## config.mk

```make
export PLATFORM = sky130hd
export DESIGN_NAME = adc_conversion_control
export DESIGN_NICKNAME = d
export VERILOG_FILES = /design/src/pkg/adc_ctrl_pkg.sv /design/src/pkg/conv_timing_if.sv /design/src/hdl/adc_conversion_control.sv /design/src/hdl/conv_clk_gen.sv /design/src/hdl/trig_mux.sv
export SDC_FILE = /design/constraint.sdc
export NUM_CORES = 1
export LEC_CHECK = 0
export BUFFER_PORTS_ARGS = -buffer_cell sky130_fd_sc_hd__buf_2
export CORE_MARGIN = 4
export CORE_UTILIZATION = 48
export CTS_CLUSTER_SIZE = 10
export DETAILED_ROUTE_END_ITERATION = 16
export PLACE_DENSITY = 0.84
export SYNTH_ARGS = -nofsm -noshare
export SYNTH_HDL_FRONTEND = slang
export SYNTH_SLANG_ARGS = --single-unit
```

## constraint.sdc

```tcl
create_clock -name CLK -period 2.4 [get_ports CLK]
set_clock_uncertainty 0.2 [all_clocks]
set_input_delay 0.48 -clock CLK [delete_from_list [all_inputs] [get_ports CLK]]
set_output_delay 0.48 -clock CLK [all_outputs]
set_load 0.01 [all_outputs]
```

## src/pkg/adc_ctrl_pkg.sv

```systemverilog
// Shared constants and types for the converter control block.
package adc_ctrl_pkg;

  // Register byte offsets on the APB bus.
  localparam logic [7:0] OFS_CTRL0 = 8'h00;
  localparam logic [7:0] OFS_CTRL1 = 8'h04;
  localparam logic [7:0] OFS_TRIG = 8'h08;
  localparam logic [7:0] OFS_RESH = 8'h0C;
  localparam logic [7:0] OFS_RESL = 8'h10;
  localparam logic [7:0] OFS_FLAG = 8'h14;
  localparam logic [7:0] OFS_IRQEN = 8'h18;

  // Field positions in converter_control_0.
  localparam int CHAN_MSB = 7;
  localparam int CHAN_LSB = 2;
  localparam int GO_BIT = 1;
  localparam int EN_BIT = 0;

  // Field positions in converter_control_1.
  localparam int FMT_BIT = 7;
  localparam int CLKS_MSB = 6;
  localparam int CLKS_LSB = 4;
  localparam int NREF_BIT = 2;
  localparam int PREF_MSB = 1;
  localparam int PREF_LSB = 0;

  // Other fields.
  localparam int TRIG_MSB = 4;
  localparam int FLAG_BIT = 0;
  localparam int IRQEN_BIT = 0;

  // Reset values.
  localparam logic [5:0] CHAN_RST = 6'h00;
  localparam logic [2:0] CLKS_RST = 3'h0;
  localparam logic [1:0] PREF_RST = 2'h0;
  localparam logic [4:0] TRIG_RST = 5'h00;
  localparam logic [9:0] RES_RST = 10'h000;

  // Channel codes with a special meaning.
  localparam logic [5:0] CHAN_AVSS = 6'h3B;
  localparam logic [5:0] CHAN_TEMP = 6'h3C;

  // Trigger select codes.
  localparam logic [4:0] TRIG_OFF = 5'h00;
  localparam logic [4:0] TRIG_MAX = 5'h10;

  // Conversion timing: half bit periods per conversion and decision window.
  localparam logic [4:0] CONV_HALF_TADS = 5'h17;
  localparam logic [4:0] FIRST_DECIDE = 5'h02;
  localparam logic [4:0] LAST_DECIDE = 5'h14;
  localparam logic [3:0] SAR_TOP_BIT = 4'h9;
  localparam logic [9:0] SAR_START = 10'h200;

  // One instruction cycle is four system clocks.
  localparam logic [2:0] INSTR_CYCLES = 3'h4;

  // Clock select codes whose low two bits are both set pick the RC oscillator.
  localparam logic [1:0] CLKS_RC_LOW = 2'h3;

  // Converter sequencing states.
  typedef enum logic [2:0] {
    ST_IDLE = 3'b001,
    ST_WAIT = 3'b010,
    ST_CONV = 3'b100
  } conv_state_t;

endpackage : adc_ctrl_pkg

```

## src/pkg/conv_timing_if.sv

```systemverilog
// Carrier between the sequencer and the bit-period generator.
`timescale 1ns/10ps
interface conv_timing_if;
  logic [2:0] clk_sel;
  logic run;
  logic half_tick;

  // The generator makes half bit-period pulses while run is high.
  modport gen (input clk_sel, input run, output half_tick);
  modport ctl (output clk_sel, output run, input half_tick);
endinterface : conv_timing_if

```

## src/hdl/adc_conversion_control.sv

```systemverilog
// Converter control: APB registers, conversion sequencer, sleep handling.
//
// Function
// - Six-bit channel field picks the source fed to sample-and-hold.
// - Two-bit field picks positive reference: pin, supply, 2.048V, 4.096V.
// - One bit picks negative reference: pin or ground.
// - A full conversion takes eleven and a half bit periods.
// - Done flag sets on every completion; only software clears it.
// - Completion with interrupt enabled wakes a sleeping device.
// - Format bit picks left or right justified result.
// - Writing go starts a conversion only if enable is already set.
// - Completion clears go, sets flag, loads both result registers.
// - Reset restores all registers and abandons any conversion.
// - With RC clock, start waits one extra instruction cycle.
// - Sleeping, RC, interrupt off: power down after completion, enable kept.
// - Sleep with non-RC clock aborts conversion, powers down, enable kept.
// - Rising edge of chosen trigger sets go in hardware.
// - Five-bit trigger select: 0 off, 1 pin, up to 0x10 peripherals.
// - Triggers are ignored in sleep.
// - Channel code 0x3B is analog ground, 0x3C the temperature sensor.
// - Go is bit 1, enable bit 0 of control 0; go self-clears.
`timescale 1ns/10ps
module adc_conversion_control
  import adc_ctrl_pkg::*;
(
  // Clock and reset.
  input wire logic CLK,
  input wire logic SYS_RST,
  // APB slave.
  input wire logic PSEL,
  input wire logic PENABLE,
  input wire logic PWRITE,
  input wire logic [7:0] PADDR,
  input wire logic [31:0] PWDATA,
  output logic [31:0] PRDATA,
  output logic PREADY,
  output logic PSLVERR,
  // Core status.
  input wire logic SLEEP_MODE,
  output logic WAKE_REQ,
  output logic DONE_FLAG,
  // Trigger sources: bit 0 is the remappable pin, bit c-1 for code c.
  input wire logic [15:0] TRIG_IN,
  // Analog side.
  input wire logic RC_OSC,
  input wire logic COMP_HIGH,
  output logic [5:0] CHANNEL_SEL,
  output logic GROUND_SEL,
  output logic TEMP_SEL,
  output logic [1:0] PREF_SEL,
  output logic NREF_SEL,
  output logic CONV_POWER,
  output logic HOLD,
  output logic [9:0] SAR_CODE
);

  conv_timing_if tif ();

  conv_state_t state_ff, nxt_state;
  logic [5:0] chan_ff, nxt_chan;
  logic en_ff, nxt_en;
  logic go_ff, nxt_go;
  logic fmt_ff, nxt_fmt;
  logic [2:0] clks_ff, nxt_clks;
  logic nref_ff, nxt_nref;
  logic [1:0] pref_ff, nxt_pref;
  logic [4:0] trig_ff, nxt_trig;
  logic flag_ff, nxt_flag;
  logic irqen_ff, nxt_irqen;
  logic [7:0] resh_ff, nxt_resh;
  logic [7:0] resl_ff, nxt_resl;
  logic [4:0] ht_ff, nxt_ht;
  logic [3:0] bit_ff, nxt_bit;
  logic [9:0] code_ff, nxt_code;
  logic [2:0] wait_ff, nxt_wait;
  logic pdown_ff, nxt_pdown;
  logic sleep_d_ff;
  logic pready_ff, nxt_pready;
  logic pslverr_ff, nxt_pslverr;
  logic [31:0] prdata_ff, nxt_prdata;
  logic wake_ff, nxt_wake;
  logic power_ff, nxt_power;
  logic hold_ff, nxt_hold;
  logic gnd_ff, temp_ff;
  logic trig_pulse;
  logic wr_acc;
  logic is_rc;
  logic done;
  logic [15:0] fmt_res;

  // Places the ten-bit result in the high and low bytes.
  function automatic logic [15:0] format_result(input logic left, input logic [9:0] r);
    format_result = left ? {r[9:2], r[1:0], 6'h00} : {6'h00, r};
  endfunction : format_result

  ////////////////////////////////////////////////////////////////////////////
  // Leaf blocks.
  assign tif.clk_sel = clks_ff;
  assign tif.run = (state_ff == ST_CONV);

  conv_clk_gen u_clk (.clk(CLK), .rst(SYS_RST), .rc_osc(RC_OSC), .tif(tif.gen));

  trig_mux u_trig (
    .clk(CLK),
    .rst(SYS_RST),
    .sel(trig_ff),
    .trig_in(TRIG_IN),
    .sleep(SLEEP_MODE),
    .pulse(trig_pulse)
  );

  ////////////////////////////////////////////////////////////////////////////
  // Bus decode: one access cycle, so every transfer ends two edges after setup.
  assign wr_acc = PSEL & PENABLE & pready_ff & PWRITE;
  assign is_rc = (clks_ff[1:0] == CLKS_RC_LOW);
  assign done = (state_ff == ST_CONV) & tif.half_tick & (ht_ff == (CONV_HALF_TADS - 5'h01));
  assign fmt_res = format_result(fmt_ff, code_ff);

  // Read data is prepared in the setup cycle so it leaves a flip-flop.
  always_comb
  begin
    nxt_pready = PSEL & ~PENABLE;
    nxt_pslverr = 1'b0;
    nxt_prdata = 32'h0000_0000;
    if (PSEL && !PENABLE)
    begin
      case (PADDR)
        OFS_CTRL0: nxt_prdata = {24'h00_0000, chan_ff, go_ff, en_ff};
        OFS_CTRL1: nxt_prdata = {24'h00_0000, fmt_ff, clks_ff, 1'b0, nref_ff, pref_ff};
        OFS_TRIG: nxt_prdata = {27'h000_0000, trig_ff};
        OFS_RESH: nxt_prdata = {24'h00_0000, resh_ff};
        OFS_RESL: nxt_prdata = {24'h00_0000, resl_ff};
        OFS_FLAG: nxt_prdata = {31'h0000_0000, flag_ff};
        OFS_IRQEN: nxt_prdata = {31'h0000_0000, irqen_ff};
        default: nxt_pslverr = 1'b1;
      endcase
    end
  end

  ////////////////////////////////////////////////////////////////////////////
  // Register file and sequencer next state.
  always_comb
  begin
    nxt_state = state_ff;
    nxt_chan = chan_ff;
    nxt_en = en_ff;
    nxt_go = go_ff;
    nxt_fmt = fmt_ff;
    nxt_clks = clks_ff;
    nxt_nref = nref_ff;
    nxt_pref = pref_ff;
    nxt_trig = trig_ff;
    nxt_irqen = irqen_ff;
    nxt_resh = resh_ff;
    nxt_resl = resl_ff;
    nxt_ht = ht_ff;
    nxt_bit = bit_ff;
    nxt_code = code_ff;
    nxt_wait = wait_ff;
    nxt_pdown = pdown_ff;
    nxt_flag = flag_ff;
    // Software writes; go only ever sets, and only if enable was set before.
    if (wr_acc && (PADDR == OFS_CTRL0))
    begin
      nxt_chan = PWDATA[CHAN_MSB:CHAN_LSB];
      nxt_en = PWDATA[EN_BIT];
      if (PWDATA[GO_BIT] && en_ff)
      begin
        nxt_go = 1'b1;
      end
    end
    if (wr_acc && (PADDR == OFS_CTRL1))
    begin
      nxt_fmt = PWDATA[FMT_BIT];
      nxt_clks = PWDATA[CLKS_MSB:CLKS_LSB];
      nxt_nref = PWDATA[NREF_BIT];
      nxt_pref = PWDATA[PREF_MSB:PREF_LSB];
    end
    if (wr_acc && (PADDR == OFS_TRIG))
    begin
      nxt_trig = PWDATA[TRIG_MSB:0];
    end
    if (wr_acc && (PADDR == OFS_IRQEN))
    begin
      nxt_irqen = PWDATA[IRQEN_BIT];
    end
    // Flag is write-one-to-clear; a completion in the same cycle wins.
    if (wr_acc && (PADDR == OFS_FLAG) && PWDATA[FLAG_BIT])
    begin
      nxt_flag = 1'b0;
    end
    if (trig_pulse && en_ff)
    begin
      nxt_go = 1'b1;
    end
    // Waking up returns the converter to service.
    if (!SLEEP_MODE)
    begin
      nxt_pdown = 1'b0;
    end
    case (state_ff)
      ST_IDLE:
      begin
        if (go_ff && en_ff)
        begin
          nxt_state = is_rc ? ST_WAIT : ST_CONV;
          nxt_wait = 3'h1;
          nxt_ht = 5'h00;
          nxt_bit = SAR_TOP_BIT;
          nxt_code = SAR_START;
        end
      end
      ST_WAIT:
      begin
        // One instruction cycle of grace lets a sleep instruction go first.
        nxt_wait = 3'(wait_ff + 3'h1);
        if (wait_ff == INSTR_CYCLES)
        begin
          nxt_state = ST_CONV;
        end
      end
      ST_CONV:
      begin
        if (tif.half_tick)
        begin
          nxt_ht = 5'(ht_ff + 5'h01);
          if (!ht_ff[0] && (ht_ff >= FIRST_DECIDE) && (ht_ff <= LAST_DECIDE))
          begin
            nxt_code[bit_ff] = COMP_HIGH;
            if (bit_ff != 4'h0)
            begin
              nxt_code[bit_ff - 4'h1] = 1'b1;
            end
            nxt_bit = 4'(bit_ff - 4'h1);
          end
        end
        if (done)
        begin
          nxt_state = ST_IDLE;
          nxt_go = 1'b0;
          nxt_flag = 1'b1;
          {nxt_resh, nxt_resl} = fmt_res;
          if (SLEEP_MODE && is_rc && !irqen_ff)
          begin
            nxt_pdown = 1'b1;
          end
        end
      end
      default:
      begin
        nxt_state = ST_IDLE;
      end
    endcase
    // Entering sleep on a system-derived clock kills the conversion outright.
    if (SLEEP_MODE && !sleep_d_ff && !is_rc)
    begin
      nxt_state = ST_IDLE;
      nxt_go = 1'b0;
      nxt_pdown = 1'b1;
    end
    if (!en_ff)
    begin
      nxt_state = ST_IDLE;
      nxt_go = 1'b0;
    end
  end

  // Outputs to the analog side and the core.
  always_comb
  begin
    nxt_wake = flag_ff & irqen_ff & SLEEP_MODE;
    nxt_power = en_ff & ~pdown_ff;
    nxt_hold = (nxt_state == ST_CONV);
  end

  ////////////////////////////////////////////////////////////////////////////
  // Registers only.
  always_ff @(posedge CLK)
  begin
    if (SYS_RST)
    begin
      state_ff <= ST_IDLE;
      chan_ff <= CHAN_RST;
      en_ff <= 1'b0;
      go_ff <= 1'b0;
      fmt_ff <= 1'b0;
      clks_ff <= CLKS_RST;
      nref_ff <= 1'b0;
      pref_ff <= PREF_RST;
      trig_ff <= TRIG_RST;
      flag_ff <= 1'b0;
      irqen_ff <= 1'b0;
      {resh_ff, resl_ff} <= {6'h00, RES_RST};
      ht_ff <= 5'h00;
      bit_ff <= SAR_TOP_BIT;
      code_ff <= RES_RST;
      wait_ff <= 3'h0;
      pdown_ff <= 1'b0;
      sleep_d_ff <= 1'b0;
      pready_ff <= 1'b0;
      pslverr_ff <= 1'b0;
      prdata_ff <= 32'h0000_0000;
      wake_ff <= 1'b0;
      power_ff <= 1'b0;
      hold_ff <= 1'b0;
      gnd_ff <= 1'b0;
      temp_ff <= 1'b0;
    end
    else
    begin
      state_ff <= nxt_state;
      chan_ff <= nxt_chan;
      en_ff <= nxt_en;
      go_ff <= nxt_go;
      fmt_ff <= nxt_fmt;
      clks_ff <= nxt_clks;
      nref_ff <= nxt_nref;
      pref_ff <= nxt_pref;
      trig_ff <= nxt_trig;
      flag_ff <= nxt_flag;
      irqen_ff <= nxt_irqen;
      resh_ff <= nxt_resh;
      resl_ff <= nxt_resl;
      ht_ff <= nxt_ht;
      bit_ff <= nxt_bit;
      code_ff <= nxt_code;
      wait_ff <= nxt_wait;
      pdown_ff <= nxt_pdown;
      sleep_d_ff <= SLEEP_MODE;
      pready_ff <= nxt_pready;
      pslverr_ff <= nxt_pslverr;
      prdata_ff <= nxt_prdata;
      wake_ff <= nxt_wake;
      power_ff <= nxt_power;
      hold_ff <= nxt_hold;
      gnd_ff <= (nxt_chan == CHAN_AVSS);
      temp_ff <= (nxt_chan == CHAN_TEMP);
    end
  end

  assign PRDATA = prdata_ff;
  assign PREADY = pready_ff;
  assign PSLVERR = pslverr_ff;
  assign WAKE_REQ = wake_ff;
  assign DONE_FLAG = flag_ff;
  assign CHANNEL_SEL = chan_ff;
  assign GROUND_SEL = gnd_ff;
  assign TEMP_SEL = temp_ff;
  assign PREF_SEL = pref_ff;
  assign NREF_SEL = nref_ff;
  assign CONV_POWER = power_ff;
  assign HOLD = hold_ff;
  assign SAR_CODE = code_ff;

  // Counts half periods from start to check the conversion length.
  logic [5:0] chk_ht_ff;
  always_ff @(posedge CLK)
  begin
    if (SYS_RST || (state_ff != ST_CONV))
      chk_ht_ff <= 6'h00;
    else if (tif.half_tick)
      chk_ht_ff <= 6'(chk_ht_ff + 6'h01);
  end
endmodule : adc_conversion_control

```

## src/hdl/conv_clk_gen.sv

```systemverilog
// Half bit-period pulse generator from the system clock or the RC oscillator.
`timescale 1ns/10ps
module conv_clk_gen
  import adc_ctrl_pkg::*;
(
  // Clock and reset.
  input wire logic clk,
  input wire logic rst,
  // Free-running RC oscillator, asynchronous to clk.
  input wire logic rc_osc,
  // Timing carrier.
  conv_timing_if.gen tif
);

  logic [4:0] cnt_ff;
  logic [4:0] nxt_cnt;
  logic rc_s1_ff;
  logic rc_s2_ff;
  logic rc_s3_ff;
  logic tick_ff;
  logic nxt_tick;

  // Half period in system clocks is two to the power of the reordered select.
  function automatic logic [4:0] half_last(input logic [2:0] sel);
    logic [2:0] e;
    logic [5:0] h;
    e = {sel[1:0], sel[2]};
    h = 6'h01 << e;
    half_last = 5'(h - 6'h01);
  endfunction : half_last

  // Divider and RC edge pulse; counting restarts whenever run drops, so the
  // first pulse of a divided-clock conversion comes one full half period after start; with the RC oscillator it comes on the next RC edge.
  always_comb
  begin
    nxt_cnt = cnt_ff;
    nxt_tick = 1'b0;
    if (!tif.run)
    begin
      nxt_cnt = 5'h00;
    end
    else if (tif.clk_sel[1:0] == CLKS_RC_LOW)
    begin
      nxt_tick = rc_s2_ff ^ rc_s3_ff;
    end
    else if (cnt_ff == half_last(tif.clk_sel))
    begin
      nxt_cnt = 5'h00;
      nxt_tick = 1'b1;
    end
    else
    begin
      nxt_cnt = 5'(cnt_ff + 5'h01);
    end
  end

  // Registers; rc_s1 feeds only rc_s2.
  always_ff @(posedge clk)
  begin
    if (rst)
    begin
      cnt_ff <= 5'h00;
      rc_s1_ff <= 1'b0;
      rc_s2_ff <= 1'b0;
      rc_s3_ff <= 1'b0;
      tick_ff <= 1'b0;
    end
    else
    begin
      cnt_ff <= nxt_cnt;
      rc_s1_ff <= rc_osc;
      rc_s2_ff <= rc_s1_ff;
      rc_s3_ff <= rc_s2_ff;
      tick_ff <= nxt_tick;
    end
  end

  assign tif.half_tick = tick_ff;

endmodule : conv_clk_gen

```

## src/hdl/trig_mux.sv

```systemverilog
// Auto-conversion trigger selector and rising-edge detector.
`timescale 1ns/10ps
module trig_mux
  import adc_ctrl_pkg::*;
(
  // Clock and reset.
  input wire logic clk,
  input wire logic rst,
  // Selection and sources; code c picks trig_in[c-1].
  input wire logic [4:0] sel,
  input wire logic [15:0] trig_in,
  input wire logic sleep,
  // One-cycle pulse on a rising edge of the selected source.
  output logic pulse
);

  logic prev_ff;
  logic pulse_ff;
  logic src;
  logic nxt_pulse;
  logic [4:0] idx;

  // Source pick; reserved codes read as a quiet source. Changing the select
  // while the new source is high looks like an edge, as on any such mux.
  always_comb
  begin
    idx = 5'(sel - 5'h01);
    src = 1'b0;
    if ((sel != TRIG_OFF) && (sel <= TRIG_MAX))
    begin
      src = trig_in[idx[3:0]];
    end
    nxt_pulse = src & ~prev_ff & ~sleep;
  end

  // Edge registers.
  always_ff @(posedge clk)
  begin
    if (rst)
    begin
      prev_ff <= 1'b0;
      pulse_ff <= 1'b0;
    end
    else
    begin
      prev_ff <= src;
      pulse_ff <= nxt_pulse;
    end
  end

  assign pulse = pulse_ff;
endmodule : trig_mux

```

==> results summary, run 1 <==
The flow ran to the end, and the final reports show no timing, DRC or antenna violations. Summing all placed instances gives a cell area of 5225 um2. Setup violations remaining at the end of the flow were counted as 0.

Timing would allow up to 431.0 MHz. The final count of pins violating max slew came to 0. The number of antenna violations at the first check in global routing came to 0. For this run, the detailed router's first-pass iteration total came to 5. The leakage power of the design came out at 2.116 nW. The area of combinational cells with multiple inputs came out at 2611 um2. The minimum setup slack after placement is -0.002631 ns. The die boundary height came out at 107.3 um. The total detailed-routing wirelength is 11860 um. The weighted congestion at the end of routability-driven global placement came out at 0.8950. Fill cells in the final layout number 830. The net count of the finished layout is 698. The root buffer cell is clkbuf_8. The largest total area in the synthesized netlist belongs to dfxtp_1. VDD sags by at most 0.0003431 V. The most used flip-flop cell after synthesis is dfxtp_1. The netlist area before placement is 4731 um2. The data arrival time of the critical path is 2.42 ns. The number of antenna cells inserted is 0.

The via density per instance came out at 5.504. The leftover overflow at the end of global routing came out at 0. The clock latency on the worst-skew pair is 0.37 ns. The number of failing hold endpoints at the final stage is 0. The number of placed instances, taps included, is 738. The total of max-cap violations is 0. The maximum fanout encountered on the critical timing path is 6. The area fraction of the dominant cell type after synthesis is 0.3851. The register cell area after layout came out at 1824 um2. The portion of the clock cycle consumed by the worst path in the final layout is 0.9667.

The pin slew with the least headroom to its limit came out at 0.7572 ns. The total routing usage reported by global routing came out at 0.2060. The placeable core region came out at 9415 um2. The via count came out at 4161.

A synthesized cell averages 8.745 um2. The level count of the clock H-tree came out at 3. The post-route standard cell area excluding fillers came out at 5455 um2. The cell row count is 35. After synthesis, the most frequently instantiated cells are 91 x dfxtp_1, 58 x nor2_1, 48 x nand2_1, 38 x mux2i_1, 31 x a21oi_1. The number of remaining DRC errors came out at 0. The number of buffer cells added on primary ports is 74.

In this run the power density over the cells is 491.9 nW/um2. The iteration-0 DRC count of the detailed router is 249. The clock input transition at the sequential cells of the worst setup and hold paths came out at 0.10 ns. The estimated wirelength of the detail-placed design is 8983 um. The maximum buffer depth of the clock tree came out at 2. Of the synthesized area, sequential elements account for 0.3851. The most frequently used cell type in the post-synthesis netlist is dfxtp_1. The share of async-settable or async-resettable flops after synthesis came out at 0.

The number of synthesis warnings is 0. In the final routed layout, each cell accounts on average for 15.69 um. The worst setup path category is register to register. The clock tree from TritonCTS is yes. The initial standard-cell utilization of the core is 0.5025.

The synthesis-to-layout area growth is 15.31%. The accumulated negative setup slack is 0 ns. The number of synthesized flops with an enable pin came out at 0. The number of hold-repair buffers added at the cts stage is 0. The final design utilization is 0.5794. The class of the most critical hold timing path is input port to register. The total power of the final layout came out at 2.683 mW. The total CTS buffers is 9. The detail route stage leaves a number of antenna-violating nets equal to 0. Entering global routing, the biggest net connects 25 pins. The wire length of the first global-routing pass came out at 19310 um. The post-synthesis register bit count came out at 91. STA classifies the critical path endpoint as a register.

The horizontal extent of the die came out at 107.3 um. The worst endpoint required time came out at 2.50 ns. The sort of element at the start of the critical path is a register. The via count of the first global-routing pass is 4031. The smallest clock period supported by the final layout is computed as 2.320 ns.

The I/O pin count came out at 123. The unique cell type count in the Yosys netlist is 59. The tightest slew margin relative to the limit is 0.4906. Yosys attributes the largest share of cell area to dfxtp_1 39%, mux2i_1 8.0%, nor2_1 4.6%, buf_4 4.1%, nand2_1 3.8%. The number of sinks handled by clock tree synthesis came out at 91. The instance count of the mapped netlist came out at 541. The non-filler instance count after layout came out at 756. The final worst-path setup slack came out at 0.07998 ns. The die area came out at 11510 um2. Hold timing on the final database bottoms out at a slack of 0.09887 ns.

The share of post-route cells with drive strength above 1 is 0.2297.
[what timing repair did]
| action | CTS | global route |
|---|---|---|
| setup buffers | 0 | 2 |
| endpoints found under the setup margin | 3 | 9 |
| pin swaps | 1 | 1 |
| gates resized for setup | 0 | 7 |
[worst max-delay path, cell delays in order (launching register included)]
cell	delay [ns]
dfxtp_2	0.35
inv_2	0.05
ha_4	0.15
or4_4	0.41
mux2_4	0.31
a311oi_4	0.41
buf_4	0.21
a21oi_2	0.03
mux2i_1	0.13
[registers in the layout, indices dropped and copies added (netlist names), 2 cells and up]
signal / count
SAR_CODE: 10
state_ff: 3
trig_ff: 5
clks_ff: 3
ht_ff: 5
PREF_SEL: 2
bit_ff: 4
PRDATA: 8
resl_ff: 8
CHANNEL_SEL: 6
resh_ff: 8
wait_ff: 3
u_clk.cnt_ff: 5
[cell usage in the layout (no fill, tap or decap), types with 5 or more instances in the layout]
master and count:
dfxtp_1 89, buf_2 74, nor2_1 58, nand2_1 48
mux2i_1 38, a21oi_1 31, buf_4 29, conb_1 24
o21ai_0 20, nand3_1 15, inv_1 14, nor3_1 12
ha_1 11, nand3b_1 10, clkbuf_8 10, and3_1 9
nor2b_1 9, a31oi_1 8, xor2_1 8, a211oi_1 8
o22a_1 7, a221oi_1 7, nor3b_1 6, a22oi_1 6
nor4_1 5, nand4_1 5
[per-layer routing]
metal | wire length (um) | GRT usage | vias up
met3 | 983 | 0.04679 | 17
li1 | - | - | 2039
met2 | 5711 | 0.3570 | 169
met5 | 0 | 0 | -
met4 | 140 | 0.04840 | 0
met1 | 5022 | 0.2597 | 1936
[worst paths after layout]
| check | startpoint | to | slack (ns) | depth (start not counted) |
|---|---|---|---|---|
| min reg2reg | u_trig.prev_ff$_SDFF_PP0_ | u_trig.pulse$_SDFF_PP0_ | 0.22 | 1 |
| max | ht_ff[0]$_SDFFE_PP0P_ | bit_ff[2]$_SDFFE_PP0P_ | 0.08 | 8 |
| max reg2reg | ht_ff[0]$_SDFFE_PP0P_ | bit_ff[2]$_SDFFE_PP0P_ | 0.08 | 8 |
| min | PENABLE | PREADY$_SDFF_PP0_ | 0.1 | 2 |
[where the power goes]
group          switching (mW)  internal, mW
sequential            0.00234          1.51
clock                   0.596         0.429
combinational          0.0850        0.0568
[cell type report]
type | count | area share
Sequential cell | 91 | 0.3344
Tap cell | 129 | 0.02959
Clock inverter | 6 | 0.01032
Multi-Input combinational cell | 401 | 0.4787
Inverter | 15 | 0.01032
Timing Repair Buffer | 104 | 0.1115
Clock buffer | 10 | 0.02523
[cells by family (layout without fill, tap and decap cells)]
kind of cell,Yosys count,after routing,synth area share
xor gates and xnor gates,12,12,0.02222
AOI/OAI and AO/OA,107,107,0.1505
buffers and inverters,72,135,0.08648
other,1,24,0.0007927
DFF,91,91,0.3851
and+or+nand+nor,199,199,0.2111
adders and majority gates,12,12,0.03174
muxes,47,47,0.1121
No activity file was read; power rests on OpenSTA's default activity.
==> run 2, diff against run 1 <==
--- a/config.mk
+++ b/config.mk
@@ -11,6 +11,7 @@
 export CTS_CLUSTER_SIZE = 10
 export DETAILED_ROUTE_END_ITERATION = 16
 export PLACE_DENSITY = 0.84
+export REMOVE_ABC_BUFFERS = 1
 export SYNTH_ARGS = -nofsm -noshare
 export SYNTH_HDL_FRONTEND = slang
 export SYNTH_SLANG_ARGS = --single-unit
==> results summary, run 2 (synthesis gave the netlist of run 1 again) <==
The maximum fanout encountered on the critical timing path came out at 6 (unchanged). The pin slew with the least headroom to its limit is 0.8367 ns (+0.07956 ns). The category of the worst setup path capture point is a register. The clock input transition at the sequential cells of the worst setup and hold paths is 0.11 ns (about the same).

The remaining antenna violation count was 0 (unchanged). The data arrival time of the critical path came out at 2.43 ns (about the same). The maximum buffer depth of the clock tree came to 2 (unchanged). The level count of the clock H-tree came out at 3 (unchanged). The total detailed-routing wirelength is 12470 um (+5.2%). The number of hold-repair buffers added at the cts stage is 0 (unchanged). The number of sinks handled by clock tree synthesis is 91 (unchanged).

The accumulated negative setup slack came out at 0 ns (unchanged). The wire length of the first global-routing pass came out at 20140 um (+4.3%). The maximum VDD drop is 0.0002486 V (-28%). The total routing usage reported by global routing was 0.2152 (+0.009212).

The register-to-register path setup slack was 0.07 ns (about the same). The total of endpoints with negative setup slack in the final report came out at 0 (unchanged). The number of buffer cells added on primary ports is 74 (unchanged).

In the layout the commonest cells are 90 x dfxtp_1, 74 x buf_2, 58 x nor2_1, 48 x nand2_1, 38 x mux2i_1. The synthesis-to-layout area growth is 16.00%. The via count of the first global-routing pass came out at 4120 (+2.2%). In this run the worst setup path begins at ht_ff[0]$_SDFFE_PP0P_. The depth of the most critical reg-to-reg path came out at 9 (+1). The I/O pin count came out at 123 (unchanged). The die boundary height came to 107.3 um (unchanged). The final critical delay including setup and external delays is 2.326 ns (+0.005572 ns). TritonCTS built the clock tree. The iteration count of the initial detailed-routing pass is 5 (unchanged). The leakage power of the design is 2.137 nW (+1.0%).

The minimum setup slack after placement is 0.09700 ns (+0.09963 ns). The worst endpoint required time is 2.50 ns (about the same). The final worst-path setup slack is 0.07440 ns (-0.005572 ns). The clock latency on the worst-skew pair is 0.38 ns (about the same). The number of antenna cells inserted was 0 (unchanged). The worst register-to-register path ends at SAR_CODE[4]$_SDFFE_PP0P_. The path class of the tightest hold or removal check is input port to register. The leftover overflow at the end of global routing came out at 0 (unchanged).

The iteration-0 DRC count of the detailed router is 284 (+14%). The estimated wirelength of the detail-placed design is 9074 um (+1.0%). The number of failing hold endpoints at the final stage is 0 (unchanged). The flip-flop count of the largest register after layout was 10 (unchanged). Leaving out fill and tap cells, the most frequent cell in the layout is dfxtp_1. The final count of pins violating max slew came out at 0 (unchanged).

The die area is 11510 um2 (unchanged). The via density per instance is 5.719 (+3.9%). The total CTS buffers came out at 9 (unchanged).

The horizontal extent of the die is 107.3 um (unchanged). The flow ran to the end, and the final reports show no timing, DRC or antenna violations. The number of remaining DRC errors is 0 (unchanged). The share of post-route cells with drive strength above 1 is 0.2273 (-0.002320). The capture point of the critical path is SAR_CODE[4]$_SDFFE_PP0P_. In this run the clock root is driven by a clkbuf_8. The worst setup path is launched from a register. The placeable core region came out at 9415 um2 (unchanged). The cell row count is 35 (unchanged). The total of max-cap violations is 0 (unchanged). The final-stage net count was 700 (+0.29%).

The largest net degree at the start of global routing came to 30 (+20%). The portion of the clock cycle consumed by the worst path in the final layout is 0.9690 (+0.002321). The peak clock frequency supported by timing is 430.0 MHz (-0.24%). The worst setup path category is register to register. The weighted congestion at the end of routability-driven global placement came out at 0.9096 (+1.6%). The worst register-to-register path begins at ht_ff[0]$_SDFFE_PP0P_. The number of antenna violations at the first check in global routing came out at 0 (unchanged). The total power density per cell area is 504.7 nW/um2 (+2.6%). The tightest slew margin relative to the limit came to 0.4370 (-0.05353).

The initial standard-cell utilization of the core was 0.5025 (unchanged). The average wire length per cell after detail routing is 16.46 um (+4.9%). The via count came out at 4335 (+4.2%). The total power of the final layout came out at 2.770 mW (+3.2%).
[run 2: area by class of cell]
type,count,area (um2)
clock buffer,9,123.9
clock inverter,7,83.83
fill,779,3928
inverter,15,56.30
multi-input combinational,401,2599
sequential,91,1823
tap,129,161.4
timing repair buffer,106,640.6
[run 2: layer usage]
metal / share of wire / global-route usage / routed length [um]
met3: 0.086 / 0.03539 / 1068
met4: 0.019 / 0.08037 / 243
met1: 0.41 / 0.2700 / 5078
met2: 0.49 / 0.3700 / 6083
met5: 0 / 0 / 0
[run 2: report_power, final]
part	internal, mW	switching [mW]
logic	0.0627	0.0942
registers	1.51	0.00211
clock network	0.500	0.597
total	2.08	0.694
[run 2: worst min-delay path by stage]
stage,start,end,cells after the start
2_1_floorplan,u_trig.prev_ff$_SDFF_PP0_,u_trig.pulse$_SDFF_PP0_,1
3_3_place_gp,u_trig.prev_ff$_SDFF_PP0_,u_trig.pulse$_SDFF_PP0_,1
3_5_place_dp,u_trig.prev_ff$_SDFF_PP0_,u_trig.pulse$_SDFF_PP0_,1
4_1_cts,SLEEP_MODE,u_trig.pulse$_SDFF_PP0_,2
5_1_grt,PENABLE,PREADY$_SDFF_PP0_,2
6_report,PENABLE,PREADY$_SDFF_PP0_,2
[run 2: critical path, stage by stage (launching register included)]
cell and delay, ns:
dfxtp_2 0.34, inv_1 0.05, ha_1 0.20, or4_4 0.42, mux2_4 0.31, a311oi_4 0.29, buf_4 0.19, clkbuf_16 0.13
nand2_1 0.06, o21ai_0 0.08
[run 2: stage by stage]
| stage | area [um2] | hold WS [ns] | std cells | utilization |
|---|---|---|---|---|
| 6_report | 5488 | 0.09927 | 758 | 0.5829 |
| 5_1_grt | 5488 | 0.1047 | 758 | 0.5829 |
| 4_1_cts | 5448 | 0.09185 | 756 | 0.5786 |
| 3_5_place_dp | 5240 | 0.1817 | 740 | 0.5565 |
| 3_3_place_gp | 5240 | 0.1857 | 740 | 0.5565 |
| 2_1_floorplan | 4464 | 0.1721 | 507 | - |
[run 2: timing repair]
| action | in CTS | in global routing |
|---|---|---|
| setup buffers | 0 | 1 |
| gates resized for setup | 0 | 3 |
| endpoints found under the setup margin | 0 | 3 |
